<file path="src/verilog/pwc_pkg.sv">
package pwc_pkg;
  // Data path widths.
  localparam int CntWidth   = 15;
  localparam int Channels   = 4;
  localparam int AddrWidth  = 8;
  localparam int DataWidth  = 32;
  localparam int WordWidth  = 16;
  localparam int PrescWidth = 3;
  localparam int PrescCntW  = 7;

  // Register byte addresses.
  localparam logic [7:0] AddrCtrl   = 8'h00;
  localparam logic [7:0] AddrTop    = 8'h04;
  localparam logic [7:0] AddrIdle   = 8'h08;
  localparam logic [7:0] AddrTasks  = 8'h0c;
  localparam logic [7:0] AddrStatus = 8'h10;
  localparam logic [7:0] AddrCount  = 8'h14;

  // Field positions.
  localparam int CtrlUpDownBit = 0;
  localparam int CtrlLayoutLsb = 1;
  localparam int CtrlPrescLsb  = 4;
  localparam int TaskBeginBit  = 0;
  localparam int TaskStopBit   = 1;
  localparam int StatRunBit    = 0;
  localparam int StatStopBit   = 1;
  localparam int StatFetchBit  = 2;
  localparam int WordPolBit    = 15;

  // Load layouts held in the control register.
  localparam logic [1:0] LayoutCommon = 2'h0;
  localparam logic [1:0] LayoutSingle = 2'h1;
  localparam logic [1:0] LayoutWave   = 2'h2;
  localparam logic [1:0] LastWordIdx  = 2'h3;
  localparam int WaveTopSlot = 3;

  // Reset values.
  localparam logic [14:0] TopReset  = 15'h03e8;
  localparam logic [3:0]  IdleReset = 4'h0;

  typedef enum logic [1:0] {StIdle, StFetch, StRun} pwc_state_type;
endpackage

</file>
<file path="src/verilog/pwc_cnt_if.sv">
`timescale 1ns/1ps
// Shared counter value and run state fanned out to the channels.
interface pwc_cnt_if;
  logic [14:0] count;
  logic        running;
  modport counter (output count, output running);
  modport chan (input count, input running);
endinterface

</file>
<file path="src/verilog/pwc_wave_counter.sv">
// What this block does
// - One shared 15-bit counter feeds four compare channels.
// - Mode bit picks up-only or up-then-down counting.
// - Period top value register sets the top; prescaler sets the tick.
// - Top below compare: no edges, falling-first output stays high.
// - Compare registers are internal, loaded only from the word stream.
// - Top register writes are safe at any time.
// - Wave layout takes the top from the stream, not the register.
// - Other layouts sample the top register at start and each load.
// - Up mode wraps to zero at top and outputs invert there.
// - Falling-first: compare 0 holds low, compare at top holds high in up mode only.
// - Up mode pulses are edge aligned at the wrap.
// - Up mode period is top ticks, step is one tick.
// - Up-down mode turns down at top; output inverts on second match.
// - Up-down mode pulses are centred on the turning point.
// - Up-down period is twice top ticks, step two ticks.
// - New duty values arrive from memory without glitches.
// - Word bit 15 is polarity, bits 14 to 0 the compare value.
// - Wave layout takes four words: three compares, then the top.
// - Begin from idle fetches the first set before counting.
// - Stop while running ends at period end, in fetch at once; signals stopped, pins go idle.
//
// Implementation choices: the address map and the strobed register port.
`timescale 1ns/1ps
module pwc_wave_counter (
  input  wire logic        clk,
  input  wire logic        reset,
  input  wire logic [7:0]  regAddr,
  input  wire logic [31:0] regWrData,
  input  wire logic        regWrite,
  input  wire logic        regRead,
  output logic      [31:0] regRdData,
  input  wire logic        loadValid,
  input  wire logic [15:0] loadData,
  output logic             loadReady,
  output logic      [3:0]  pwmOut,
  output logic             stoppedEvent
);
  pwc_pkg::pwc_state_type state_q;

  logic        upDown_q;
  logic [1:0]  layout_q;
  logic [2:0]  presc_q;
  logic [14:0] periodTop_q;
  logic [3:0]  idleLvl_q;
  logic        stopPend_q;
  logic        stopped_q;
  logic [6:0]  prescCnt_q;
  logic [14:0] count_q;
  logic        countDown_q;
  logic [14:0] shCmp_q [4];
  logic [3:0]  shPol_q;
  logic [14:0] shTop_q;
  logic [1:0]  wordIdx_q;
  logic        pending_q;
  logic [14:0] actCmp_q [4];
  logic [3:0]  actPol_q;
  logic [14:0] actTop_q;
  logic        actUpDown_q;
  logic        actWave_q;

  logic        running;
  logic        tick;
  logic [6:0]  prescLimit;
  logic [15:0] countInc;
  logic        upReach;
  logic        periodEnd;
  logic        taskBegin;
  logic        taskStop;
  logic        clearStop;
  logic        acceptWord;
  logic        setDone;
  logic        applyNow;
  logic        goIdle;
  logic [14:0] dataCmp;
  logic        dataPol;

  pwc_cnt_if cntBus ();

  // Register strobes and task pulses decoded from the write port.
  assign taskBegin = regWrite && regAddr == pwc_pkg::AddrTasks
                     && regWrData[pwc_pkg::TaskBeginBit];
  assign taskStop  = regWrite && regAddr == pwc_pkg::AddrTasks
                     && regWrData[pwc_pkg::TaskStopBit];
  assign clearStop = regWrite && regAddr == pwc_pkg::AddrStatus
                     && regWrData[pwc_pkg::StatStopBit];

  // Base clock divider: one tick every two to the power prescale cycles.
  assign running    = state_q == pwc_pkg::StRun;
  assign prescLimit = 7'((8'h01 << presc_q) - 8'h01);
  assign tick       = running && (prescCnt_q >= prescLimit);

  // Wrap and turn detection of the shared counter.
  assign countInc  = {1'b0, count_q} + 16'h0001;
  assign upReach   = countInc >= {1'b0, actTop_q};
  assign periodEnd = tick && (actUpDown_q
                     ? (countDown_q && count_q <= 15'h0001)
                     : upReach);

  // Stream word decode: top bit polarity, low bits compare value.
  assign dataCmp    = loadData[14:0];
  assign dataPol    = loadData[pwc_pkg::WordPolBit];
  assign acceptWord = loadValid && loadReady;
  assign setDone    = acceptWord && (wordIdx_q ==
                      ((layout_q == pwc_pkg::LayoutCommon)
                       ? 2'h0 : pwc_pkg::LastWordIdx));
  assign applyNow   = pending_q
                      && (state_q == pwc_pkg::StFetch || periodEnd);

  // Stop in fetch is immediate; while running it waits for period end.
  assign goIdle = (state_q == pwc_pkg::StFetch && taskStop)
                  || (running && periodEnd
                      && (stopPend_q || taskStop));

  assign cntBus.count   = count_q;
  assign cntBus.running = running;

  // Software control registers; the top register may change any time.
  always_ff @(posedge clk or posedge reset) begin
    if (reset) begin
      upDown_q    <= 1'b0;
      layout_q    <= pwc_pkg::LayoutCommon;
      presc_q     <= 3'h0;
      periodTop_q <= pwc_pkg::TopReset;
      idleLvl_q   <= pwc_pkg::IdleReset;
    end else if (regWrite) begin
      if (regAddr == pwc_pkg::AddrCtrl) begin
        upDown_q <= regWrData[pwc_pkg::CtrlUpDownBit];
        layout_q <= regWrData[pwc_pkg::CtrlLayoutLsb +: 2];
        presc_q  <= regWrData[pwc_pkg::CtrlPrescLsb +: 3];
      end
      if (regAddr == pwc_pkg::AddrTop) begin
        periodTop_q <= regWrData[14:0];
      end
      if (regAddr == pwc_pkg::AddrIdle) begin
        idleLvl_q <= regWrData[3:0];
      end
    end
  end

  // Sequence state: idle, fetching the first set, running.
  always_ff @(posedge clk or posedge reset) begin
    if (reset) begin
      state_q <= pwc_pkg::StIdle;
    end else begin
      case (state_q)
        pwc_pkg::StIdle: begin
          if (taskBegin) begin
            state_q <= pwc_pkg::StFetch;
          end
        end
        pwc_pkg::StFetch: begin
          if (goIdle) begin
            state_q <= pwc_pkg::StIdle;
          end else if (applyNow) begin
            state_q <= pwc_pkg::StRun;
          end
        end
        pwc_pkg::StRun: begin
          if (goIdle) begin
            state_q <= pwc_pkg::StIdle;
          end
        end
        default: begin
          state_q <= pwc_pkg::StIdle;
        end
      endcase
    end
  end

  // Pending stop request and sticky stopped flag; set wins over clear.
  always_ff @(posedge clk or posedge reset) begin
    if (reset) begin
      stopPend_q   <= 1'b0;
      stopped_q    <= 1'b0;
      stoppedEvent <= 1'b0;
    end else begin
      stoppedEvent <= goIdle;
      if (goIdle || state_q == pwc_pkg::StIdle) begin
        stopPend_q <= 1'b0;
      end else if (taskStop) begin
        stopPend_q <= 1'b1;
      end
      if (goIdle) begin
        stopped_q <= 1'b1;
      end else if (clearStop) begin
        stopped_q <= 1'b0;
      end
    end
  end

  // Prescaler counting base clock ticks while generation runs.
  always_ff @(posedge clk or posedge reset) begin
    if (reset) begin
      prescCnt_q <= 7'h00;
    end else if (!running || tick) begin
      prescCnt_q <= 7'h00;
    end else begin
      prescCnt_q <= prescCnt_q + 7'h01;
    end
  end

  // Shared counter: up mode wraps at top, up-down mode turns at top.
  always_ff @(posedge clk or posedge reset) begin
    if (reset) begin
      count_q     <= 15'h0000;
      countDown_q <= 1'b0;
    end else if (!running) begin
      count_q     <= 15'h0000;
      countDown_q <= 1'b0;
    end else if (tick) begin
      if (!actUpDown_q) begin
        count_q <= upReach ? 15'h0000 : countInc[14:0];
      end else if (countDown_q) begin
        if (count_q <= 15'h0001) begin
          count_q     <= 15'h0000;
          countDown_q <= 1'b0;
        end else begin
          count_q <= count_q - 15'h0001;
        end
      end else if (upReach) begin
        count_q     <= actTop_q;
        countDown_q <= 1'b1;
      end else begin
        count_q <= countInc[14:0];
      end
    end
  end

  // Word index and ready toward the stream; ready drops once a set is
  // held until the running period ends and takes it.
  always_ff @(posedge clk or posedge reset) begin
    if (reset) begin
      loadReady <= 1'b0;
      wordIdx_q <= 2'h0;
      pending_q <= 1'b0;
    end else if (goIdle || state_q == pwc_pkg::StIdle) begin
      loadReady <= taskBegin && state_q == pwc_pkg::StIdle;
      wordIdx_q <= 2'h0;
      pending_q <= 1'b0;
    end else begin
      if (acceptWord) begin
        wordIdx_q <= setDone ? 2'h0 : wordIdx_q + 2'h1;
      end
      if (setDone) begin
        loadReady <= 1'b0;
        pending_q <= 1'b1;
      end else if (applyNow) begin
        loadReady <= 1'b1;
        pending_q <= 1'b0;
      end
    end
  end

  // Shadow set filled from the stream, never from the register port.
  always_ff @(posedge clk or posedge reset) begin
    if (reset) begin
      shCmp_q <= '{4{15'h0000}};
      shPol_q <= 4'h0;
      shTop_q <= pwc_pkg::TopReset;
    end else if (acceptWord) begin
      if (layout_q == pwc_pkg::LayoutCommon) begin
        shCmp_q <= '{4{dataCmp}};
        shPol_q <= {4{dataPol}};
      end else if (layout_q == pwc_pkg::LayoutWave
                   && wordIdx_q == pwc_pkg::LastWordIdx) begin
        shTop_q <= dataCmp;
      end else begin
        shCmp_q[wordIdx_q] <= dataCmp;
        shPol_q[wordIdx_q] <= dataPol;
      end
    end
  end

  // Active set taken only at a boundary, with mode and top sampled there.
  always_ff @(posedge clk or posedge reset) begin
    if (reset) begin
      actCmp_q    <= '{4{15'h0000}};
      actPol_q    <= 4'h0;
      actTop_q    <= pwc_pkg::TopReset;
      actUpDown_q <= 1'b0;
      actWave_q   <= 1'b0;
    end else if (applyNow) begin
      actCmp_q    <= shCmp_q;
      actPol_q    <= shPol_q;
      actUpDown_q <= upDown_q;
      actWave_q   <= layout_q == pwc_pkg::LayoutWave;
      if (layout_q == pwc_pkg::LayoutWave) begin
        actTop_q <= shTop_q;
      end else begin
        actTop_q <= periodTop_q;
      end
    end
  end

  // Read data stands only in the cycle after the read strobe.
  always_ff @(posedge clk or posedge reset) begin
    if (reset) begin
      regRdData <= 32'h0000_0000;
    end else if (!regRead) begin
      regRdData <= 32'h0000_0000;
    end else begin
      case (regAddr)
        pwc_pkg::AddrCtrl:   regRdData <= 32'({presc_q, 1'b0, layout_q,
                                               upDown_q});
        pwc_pkg::AddrTop:    regRdData <= 32'(periodTop_q);
        pwc_pkg::AddrIdle:   regRdData <= 32'(idleLvl_q);
        pwc_pkg::AddrStatus: regRdData <= 32'({state_q == pwc_pkg::StFetch,
                                               stopped_q, running});
        pwc_pkg::AddrCount:  regRdData <= 32'(count_q);
        default:             regRdData <= 32'h0000_0000;
      endcase
    end
  end

  // Four compare channels share the counter; the wave layout parks the
  // last channel at its idle level.
  for (genvar i = 0; i < pwc_pkg::Channels; i++) begin : g_chan
    pwc_channel u_chan (
      .clk       (clk),
      .reset     (reset),
      .bus       (cntBus.chan),
      .cmpValue  (actCmp_q[i]),
      .fallFirst (actPol_q[i]),
      .enable    (!(actWave_q && i == pwc_pkg::WaveTopSlot)),
      .idleLevel (idleLvl_q[i]),
      .pinOut    (pwmOut[i])
    );
  end
endmodule // pwc_wave_counter

</file>
<file path="src/verilog/pwc_channel.sv">
`timescale 1ns/1ps
module pwc_channel (
  input  wire logic  clk,
  input  wire logic  reset,
  pwc_cnt_if.chan    bus,
  input  wire logic [14:0] cmpValue,
  input  wire logic  fallFirst,
  input  wire logic  enable,
  input  wire logic  idleLevel,
  output logic       pinOut
);
  logic below;

  // Counter below compare decides the level; a top below compare never
  // lets the counter reach it, so the level simply holds.
  assign below = bus.count < cmpValue;

  // Output flop: idle level when stopped or disabled, else compare level.
  always_ff @(posedge clk or posedge reset) begin
    if (reset) begin
      pinOut <= 1'b0;
    end else if (!bus.running || !enable) begin
      pinOut <= idleLevel;
    end else begin
      pinOut <= fallFirst ? below : !below;
    end
  end
endmodule // pwc_channel

</file>
<file path="config.mk">
export PLATFORM = sky130hd
export DESIGN_NAME = pwc_wave_counter
export DESIGN_NICKNAME = d
export VERILOG_FILES = /design/src/verilog/pwc_pkg.sv /design/src/verilog/pwc_cnt_if.sv /design/src/verilog/pwc_wave_counter.sv /design/src/verilog/pwc_channel.sv
export SDC_FILE = /design/constraint.sdc
export NUM_CORES = 1
export LEC_CHECK = 0
export BUFFER_PORTS_ARGS = -buffer_cell sky130_fd_sc_hd__buf_2
export CELL_PAD_IN_SITES_DETAIL_PLACEMENT = 2
export CELL_PAD_IN_SITES_GLOBAL_PLACEMENT = 2
export CORE_MARGIN = 3
export CORE_UTILIZATION = 44
export CTS_CLUSTER_SIZE = 30
export DETAILED_ROUTE_END_ITERATION = 12
export GPL_TIMING_DRIVEN = 0
export PLACE_DENSITY_LB_ADDON = 0.1
export SETUP_SLACK_MARGIN = 0.5
export SYNTH_ARGS = -nofsm -noshare
export SYNTH_HDL_FRONTEND = slang
export SYNTH_SLANG_ARGS = --single-unit
</file>
<file path="constraint.sdc">
create_clock -name clk -period 12.9 [get_ports clk]
set_input_delay 0 -clock clk [delete_from_list [all_inputs] [get_ports clk]]
set_output_delay 0 -clock clk [all_outputs]
set_load 0.1 [all_outputs]
</file>
======== Word-level counts from Yosys, hierarchy flattened ========
Cells that the tools add are included.
cells by class
  shift-type cells ........................ 1
  order comparisons ....................... 11
  eq/ne operators ......................... 16
  add/sub/neg operators ................... 5
  reductions and logical operators ........ 43
  muxes and demuxes ....................... 55
  bitwise gates (word level) .............. 2
operators with widths
  kind                                                                                count
  15-bit two-way mux                                                                  10
  60-bit two-way mux                                                                  2
  15-bit one-hot mux with 5 select lines                                              1
  60-bit bitwise mux                                                                  1
  15-bit less-than comparator                                                         4
  15-bit demux with 2-bit select                                                      1
  1-bit two-way mux                                                                   26
  1-bit logical AND                                                                   18
  15-bit by 1-bit adder with 16-bit output (second input constant)                    1
  8-bit by 4-bit == test with 1-bit output (second input constant)                    2
  8-bit by 5-bit == test with 1-bit output (second input constant)                    2
  16-bit by 15-bit greater-or-equal comparator with 1-bit output                      1
  2-bit two-way mux                                                                   8
  15-bit by 1-bit less-or-equal comparator with 1-bit output (second input constant)  1
  15-bit by 1-bit subtractor with 15-bit output (second input constant)               1
  2-bit != test (second input constant)                                               5
  2-bit AND reduction                                                                 5
  8-bit by 3-bit == test with 1-bit output (second input constant)                    1
  8-bit logical NOT                                                                   1
  4-bit two-way mux                                                                   2
  7-bit by 1-bit adder with 7-bit output (second input constant)                      1
  7-bit greater-or-equal comparator                                                   1
  7-bit two-way mux                                                                   1
  1-bit by 3-bit left shift with 7-bit output (first input constant)                  1
  21 further kinds                                                                    36
storage, ports and cells
  bits in registers ....................... 253
  output and inout port bits .............. 38
  word-level logic and storage cells ...... 167
  input bits .............................. 61

======== Logic depth before layout (Yosys ltp) ========
  word-level depth ........................ 10
  gate-level depth with buffers ........... 17
  depth with buffers taken out ............ 14

======== Cells and area by module ========
Synthesis repeated with hierarchy kept, for this count alone.
unflattened totals
  cells, all modules ...................... 1149
  area, all modules ....................... 13085.0 sq um
by module, submodules not included
  module            cells an instance  seq. area each (sq um)  times used  area an instance (sq um)
  pwc_wave_counter  913                5828.1                  1           11343.4
  pwc_channel       59                 25.0                    4           435.4

======== Worst setup path before layout ========
OpenSTA, ideal clock, no wires.
  kind .................................... register to register
  start point ............................. register presc_q[2]
  end point ............................... register actCmp_q[0] (netlist bit)
  path buffers ............................ 3
  arrival time ............................ 3.572 ns
  stages on the path, launching flop included .. 17
  period minus slack after synthesis ...... 3.697 ns
  setup time .............................. 0.125 ns
  path slack .............................. 9.203 ns
  data required time ...................... 12.775 ns
  path through ............................ dfrtp_1 > clkbuf_1 > or3_1 > ha_1 > nor3_1 > a21oi_1 > o21a_1 > ha_1 > and3_1 > a221oi_1 > o21a_1 > nor2_1 > a31oi_1 > o31ai_2 > buf_12 > buf_12 > mux2_4
on the way
  cells in the longest elaborated chain, start to end .. 7
ends and longest elaborated chain
  what                                         line                     RTL
  from (decl)                                  pwc_wave_counter.sv:43   logic [2:0] presc_q;
  from (signal assigned)                       pwc_wave_counter.sv:130  presc_q <= regWrData[pwc_pkg::CtrlPrescLsb +: 3];
  1-bit by 3-bit left shift with 7-bit output  pwc_wave_counter.sv:90   assign prescLimit = 7'((8'h01 << presc_q) - 8'h01);
  7-bit by 1-bit subtractor with 7-bit output  pwc_wave_counter.sv:90
  7-bit greater-or-equal comparator            pwc_wave_counter.sv:91   assign tick = running && (prescCnt_q >= prescLimit);
  1-bit logical AND                            pwc_wave_counter.sv:91
  1-bit logical AND                            pwc_wave_counter.sv:96   assign periodEnd = tick && (actUpDown_q
  1-bit logical OR                             pwc_wave_counter.sv:108  && (state_q == pwc_pkg::StFetch || periodEnd);
  1-bit logical AND                            pwc_wave_counter.sv:108
  to (signal assigned)                         pwc_wave_counter.sv:278  actCmp_q <= '{4{15'h0000}};
  to (signal assigned)                         pwc_wave_counter.sv:284  actCmp_q <= shCmp_q;
  to (decl)                                    pwc_wave_counter.sv:56   logic [14:0] actCmp_q [4];
No other way between the ends.
A chain may end at the register's enable or synchronous reset.

======== Worst setup path in the final report ========
  start point ............................. register count_q[0], in the netlist cntBus.count[0]
  end point ............................... register count_q[12], in the netlist cntBus.count[12]
on the way
  cells in the longest elaborated chain, start to end .. 7
  elaborated cells on any way between the ends .. 11
  classes of those cells .................. 2 x add/sub; 2 x order compare; 7 x mux
ends and longest elaborated chain
  what                                                            line                     RTL
  from (decl)                                                     pwc_wave_counter.sv:49   logic [14:0] count_q;
  from (signal assigned)                                          pwc_wave_counter.sv:213  count_q <= upReach ? 15'h0000 : countInc[14:0];
  from (signal assigned)                                          pwc_wave_counter.sv:219  count_q <= count_q - 15'h0001;
  from (signal assigned)                                          pwc_wave_counter.sv:222  count_q <= actTop_q;
  15-bit by 1-bit adder with 16-bit output                        pwc_wave_counter.sv:94   assign countInc = {1'b0, count_q} + 16'h0001;
  16-bit by 15-bit greater-or-equal comparator with 1-bit output  pwc_wave_counter.sv:95   assign upReach = countInc >= {1'b0, actTop_q};
  15-bit two-way mux                                              pwc_wave_counter.sv:221  end else if (upReach) begin
  15-bit two-way mux                                              pwc_wave_counter.sv:214  end else if (countDown_q) begin
  15-bit two-way mux (*)                                          pwc_wave_counter.sv:212  if (!actUpDown_q) begin
  15-bit two-way mux (*)                                          pwc_wave_counter.sv:211  end else if (tick) begin
  15-bit two-way mux (*)                                          pwc_wave_counter.sv:208  end else if (!running) begin
Mark *: on every way between the ends. The rest lies on a longest branch, timed or not. The select of a mux whose other input is x is not followed.

==> flow_summary_export.csv <==
group,metric,value,unit
outcome,status,"finished, final reports clean",
setup_path,ff2ff_path_depth,14,
route,vias,9580,
setup_path,startpoint_type,"register",
synthesis,avgSynthCellArea,11.5,µm²
clock_network,clkTransAtPathRegs,70,ps
synthesis,synth_area,12900,µm²
setup_path,max_stage_delay,610,ps
layout,stdcell_area,15300,µm²
setup_path,endpoint_kind,"register",
synthesis,ys.flop_type,"dfrtp_1",
die,rows,62,
layout,final_cell_mix,"dfrtp_1 (218), mux2_2 (109), ha_1 (87), inv_1 (84)",
power_and_ir_drop,power_density,247,nW/µm²
synthesis,synthXorXnorAreaFrac,0.0203,
die,pin_count,99,
clock_network,tritoncts,"yes",
sta,fmaxAchievable,203,MHz
sta,slew_headroom,0.238,
setup_path,crit_end,"cntBus.count[12]",
route,firstDrtPassIters,5,
sta,fin_crit_sh,0.382,
synthesis,synth_top_family_by_area,"multiplexers",
placement,place.port_buffers,63,
route,routedWlPerCell,25.5,µm
synthesis,synth_seq_cells,236,
setup_path,regToRegSetupSlack,7980,ps
global_routing,antenna_found_initial,0,
sta,period_minus_slack,4920,ps
global_routing,grt_max_degree,101,
die,dieArea,31500,µm²
placement,hpwl,29500,µm
route,routed_wl,42900,µm
power_and_ir_drop,leakagePower,7.00,nW
setup_path,path_cells,"clkbuf_1 -> nand4_1 -> nor3_1 -> nand2_1 -> xnor2_1 -> ha_1 -> a21o_1 -> a21oi_1 -> o21ai_0 -> a21o_1 -> nor2_1 -> clkbuf_1 -> nand3_1 -> a31oi_1",
global_routing,overflow,0,
synthesis,synthMuxAreaShare,0.194,
route,drt-initial-drc-count,585,
sta,setup_viol,0,
synthesis,synth-edff-count,0,
synthesis,synth_compound_area_frac,0.0964,
min_path,hold_path_class,"input pin to register",
placement,pre_cts_slack,8360,ps
synthesis,yosys-top-cells-area,"dfrtp_1 (42%), mux2_2 (9.5%), ha_1 (8.4%)",
synthesis,synth_fa_ha_area_frac,0.0841,
global_routing,grt_pass1_wl,67000,µm
sta,slew_violations,0,
sta,fin_tns_setup,0,ps
setup_path,critical_path.max_fanout,10,
sta,finClkSkew,15.4,ps
layout,drive_above_1_share,0.268,
synthesis,synth.largest_area_cell,"dfrtp_1",
power_and_ir_drop,total_power,3.77,mW
die,initial_utilization,0.449,
synthesis,synth_cell_types,65,
sta,worst_slack,7980,ps
layout,nets,1423,
layout,areaGrowthSynthToFinish,17.9,%
synthesis,synth_seq_area_share,0.458,
job,maxCapViolCount,0,
placement,placed_cell_area,13900,µm²
clock_network,cts_buffers,28,
synthesis,synthCells,1122,
setup_path,worst-setup-path-type,"register to register",
setup_path,crit_slowest_cell,"nor3_1",
clock_network,cts.repair.resized,0,
clock_network,clock_latency,550,ps
layout,fillers,2859,
clock_network,cts_max_level,1,
sta,worstMarginPinSlew,1110,ps
placement,gp_congestion,0.880,
global_routing,first_global_vias,11000,
clock_network,ctsLongestPathBuffers,3,
layout,insertedDiodeCount,0,
setup_path,r2r-start,"cntBus.count[0]",
layout,final_common_cell,"dfrtp_1",
sta,rsz0062_at_grt,"no",
setup_path,worstReg2RegEnd,"cntBus.count[12]",
synthesis,yosys.area.top_type_share,0.421,
route,remaining_drc_errors,0,
setup_path,required,13350,ps
die,die_w,178,µm
power_and_ir_drop,ir_drop,0.000173,V
sta,hold_viol,0,
route,postRouteAntennaNets,0,
synthesis,synth-simple-area-share,0.0841,
die,design.core.area,28900,µm²
sta,timing.hold.ws,84.9,ps
route,routed_via_density,5.70,
synthesis,async_reset_ff_frac,1.00,
setup_path,critPathLaunch,"cntBus.count[0]",
clock_network,clkSinkCount,236,
clock_network,post-cts-setup-buffers,0,
die,dieHeight,178,µm
global_routing,grt.total_usage,0.277,
clock_network,root_buffer,"clkbuf_16",
synthesis,yosys_warnings,0,
setup_path,cp.arrival,5370,ps
-- logic make-up after synthesis --
group / count (synthesis)
xor+xnor: 30
simple gates: 214
mux: 204
other cells: 1
fa+ha+maj: 87
compound gates: 193
buf+inv: 157
flops: 236
-- metrics by stage --
stage | util | cells
after floorplan | - | 1138
after global routing | 0.529 | 1681
after detailed placement | 0.481 | 1587
after CTS | 0.529 | 1681
after global placement | 0.478 | 1585
final | 0.529 | 1681
-- layer usage --
metal / track usage / share of wire
met3: 0.0267 / 0.030
met4: 0.0674 / 0.025
met5: 0 / 0
met1: 0.370 / 0.44
met2: 0.484 / 0.50
-- how the worst min path moves through the flow --
| stage | from | slack (ps) | depth (start not counted) | end |
|---|---|---|---|---|
| after CTS | regAddr[2] | 50 | 4 | regRdData[0] |
| after floorplan | regWrData[0] | 150 | 1 | idleLvl_q[0] |
| after detailed placement | reset | 20 | 2 | actCmp_q[48] |
| after global placement | regWrData[9] | 230 | 2 | periodTop_q[9] |
| after global routing | regAddr[3] | 110 | 5 | stopped_q |
| final | regAddr[2] | 80 | 4 | regRdData[2] |
-- repair_timing --
item | in CTS | in global routing
endpoints found under the setup margin | 0 | 0
hold buffers | 42 | 0
endpoints found under the hold margin | 241 | 0
-- sequential cells by signal (all words and copies together), names as in the netlist, 2 cells and up --
signal	count
wordIdx_q	2
regRdData	15
g_chan.u_chan.pinOut	4
actCmp_q	60
layout_q	2
actPol_q	4
shPol_q	4
prescCnt_q	7
presc_q	3
shCmp_q	60
actTop_q	15
periodTop_q	15
state_q	2
shTop_q	15
cntBus.count	15
idleLvl_q	4
-- cell usage after synthesis (all sizes together), types with 6 or more instances --
cell and count:
a31oi 17, inv 85, nand2b 13, ha 87, dfstp 18, xor2 10
buf 34, nor2b 6, a211oi 9, o21ai 46, mux2 175, o211ai 10
xnor2 20, mux2i 29, nand3 33, a22oi 11, clkbuf 38, nand2 62
nor3b 8, nor2 39, nor3 14, a21oi 45, and3 7, nand4 9
a21o 14, o21a 7, a221oi 6, dfrtp 218
-- where the power goes --
group | internal (mW) | total, mW | switching, mW
sequential | 1.01 | 1.24 | 0.229
clock | 0.507 | 0.833 | 0.326
combinational | 0.728 | 1.69 | 0.966
-- layout make-up --
| class | instances | area (µm²) | area share |
|---|---|---|---|
| buffer | 72 | 498 | 0.0326 |
| clock buffer | 45 | 886 | 0.0580 |
| clock inverter | 7 | 90.1 | 0.00590 |
| inverter | 85 | 327 | 0.0214 |
| multi-input combinational | 745 | 6260 | 0.410 |
| sequential | 236 | 5930 | 0.388 |
| tap | 384 | 480 | 0.0315 |
| timing repair buffer | 107 | 791 | 0.0518 |
-- critical path: cells and delay by family (launching register included) --
kind                       cells  cell delay (ps)
and+or+nand+nor                5             1670
buffers and inverters          2             1130
AOI/OAI and AO/OA              5              980
DFF                            1              460
adders and majority gates      1              300
xor gates and xnor gates       1              250
(Power assumes the default switching activity.)
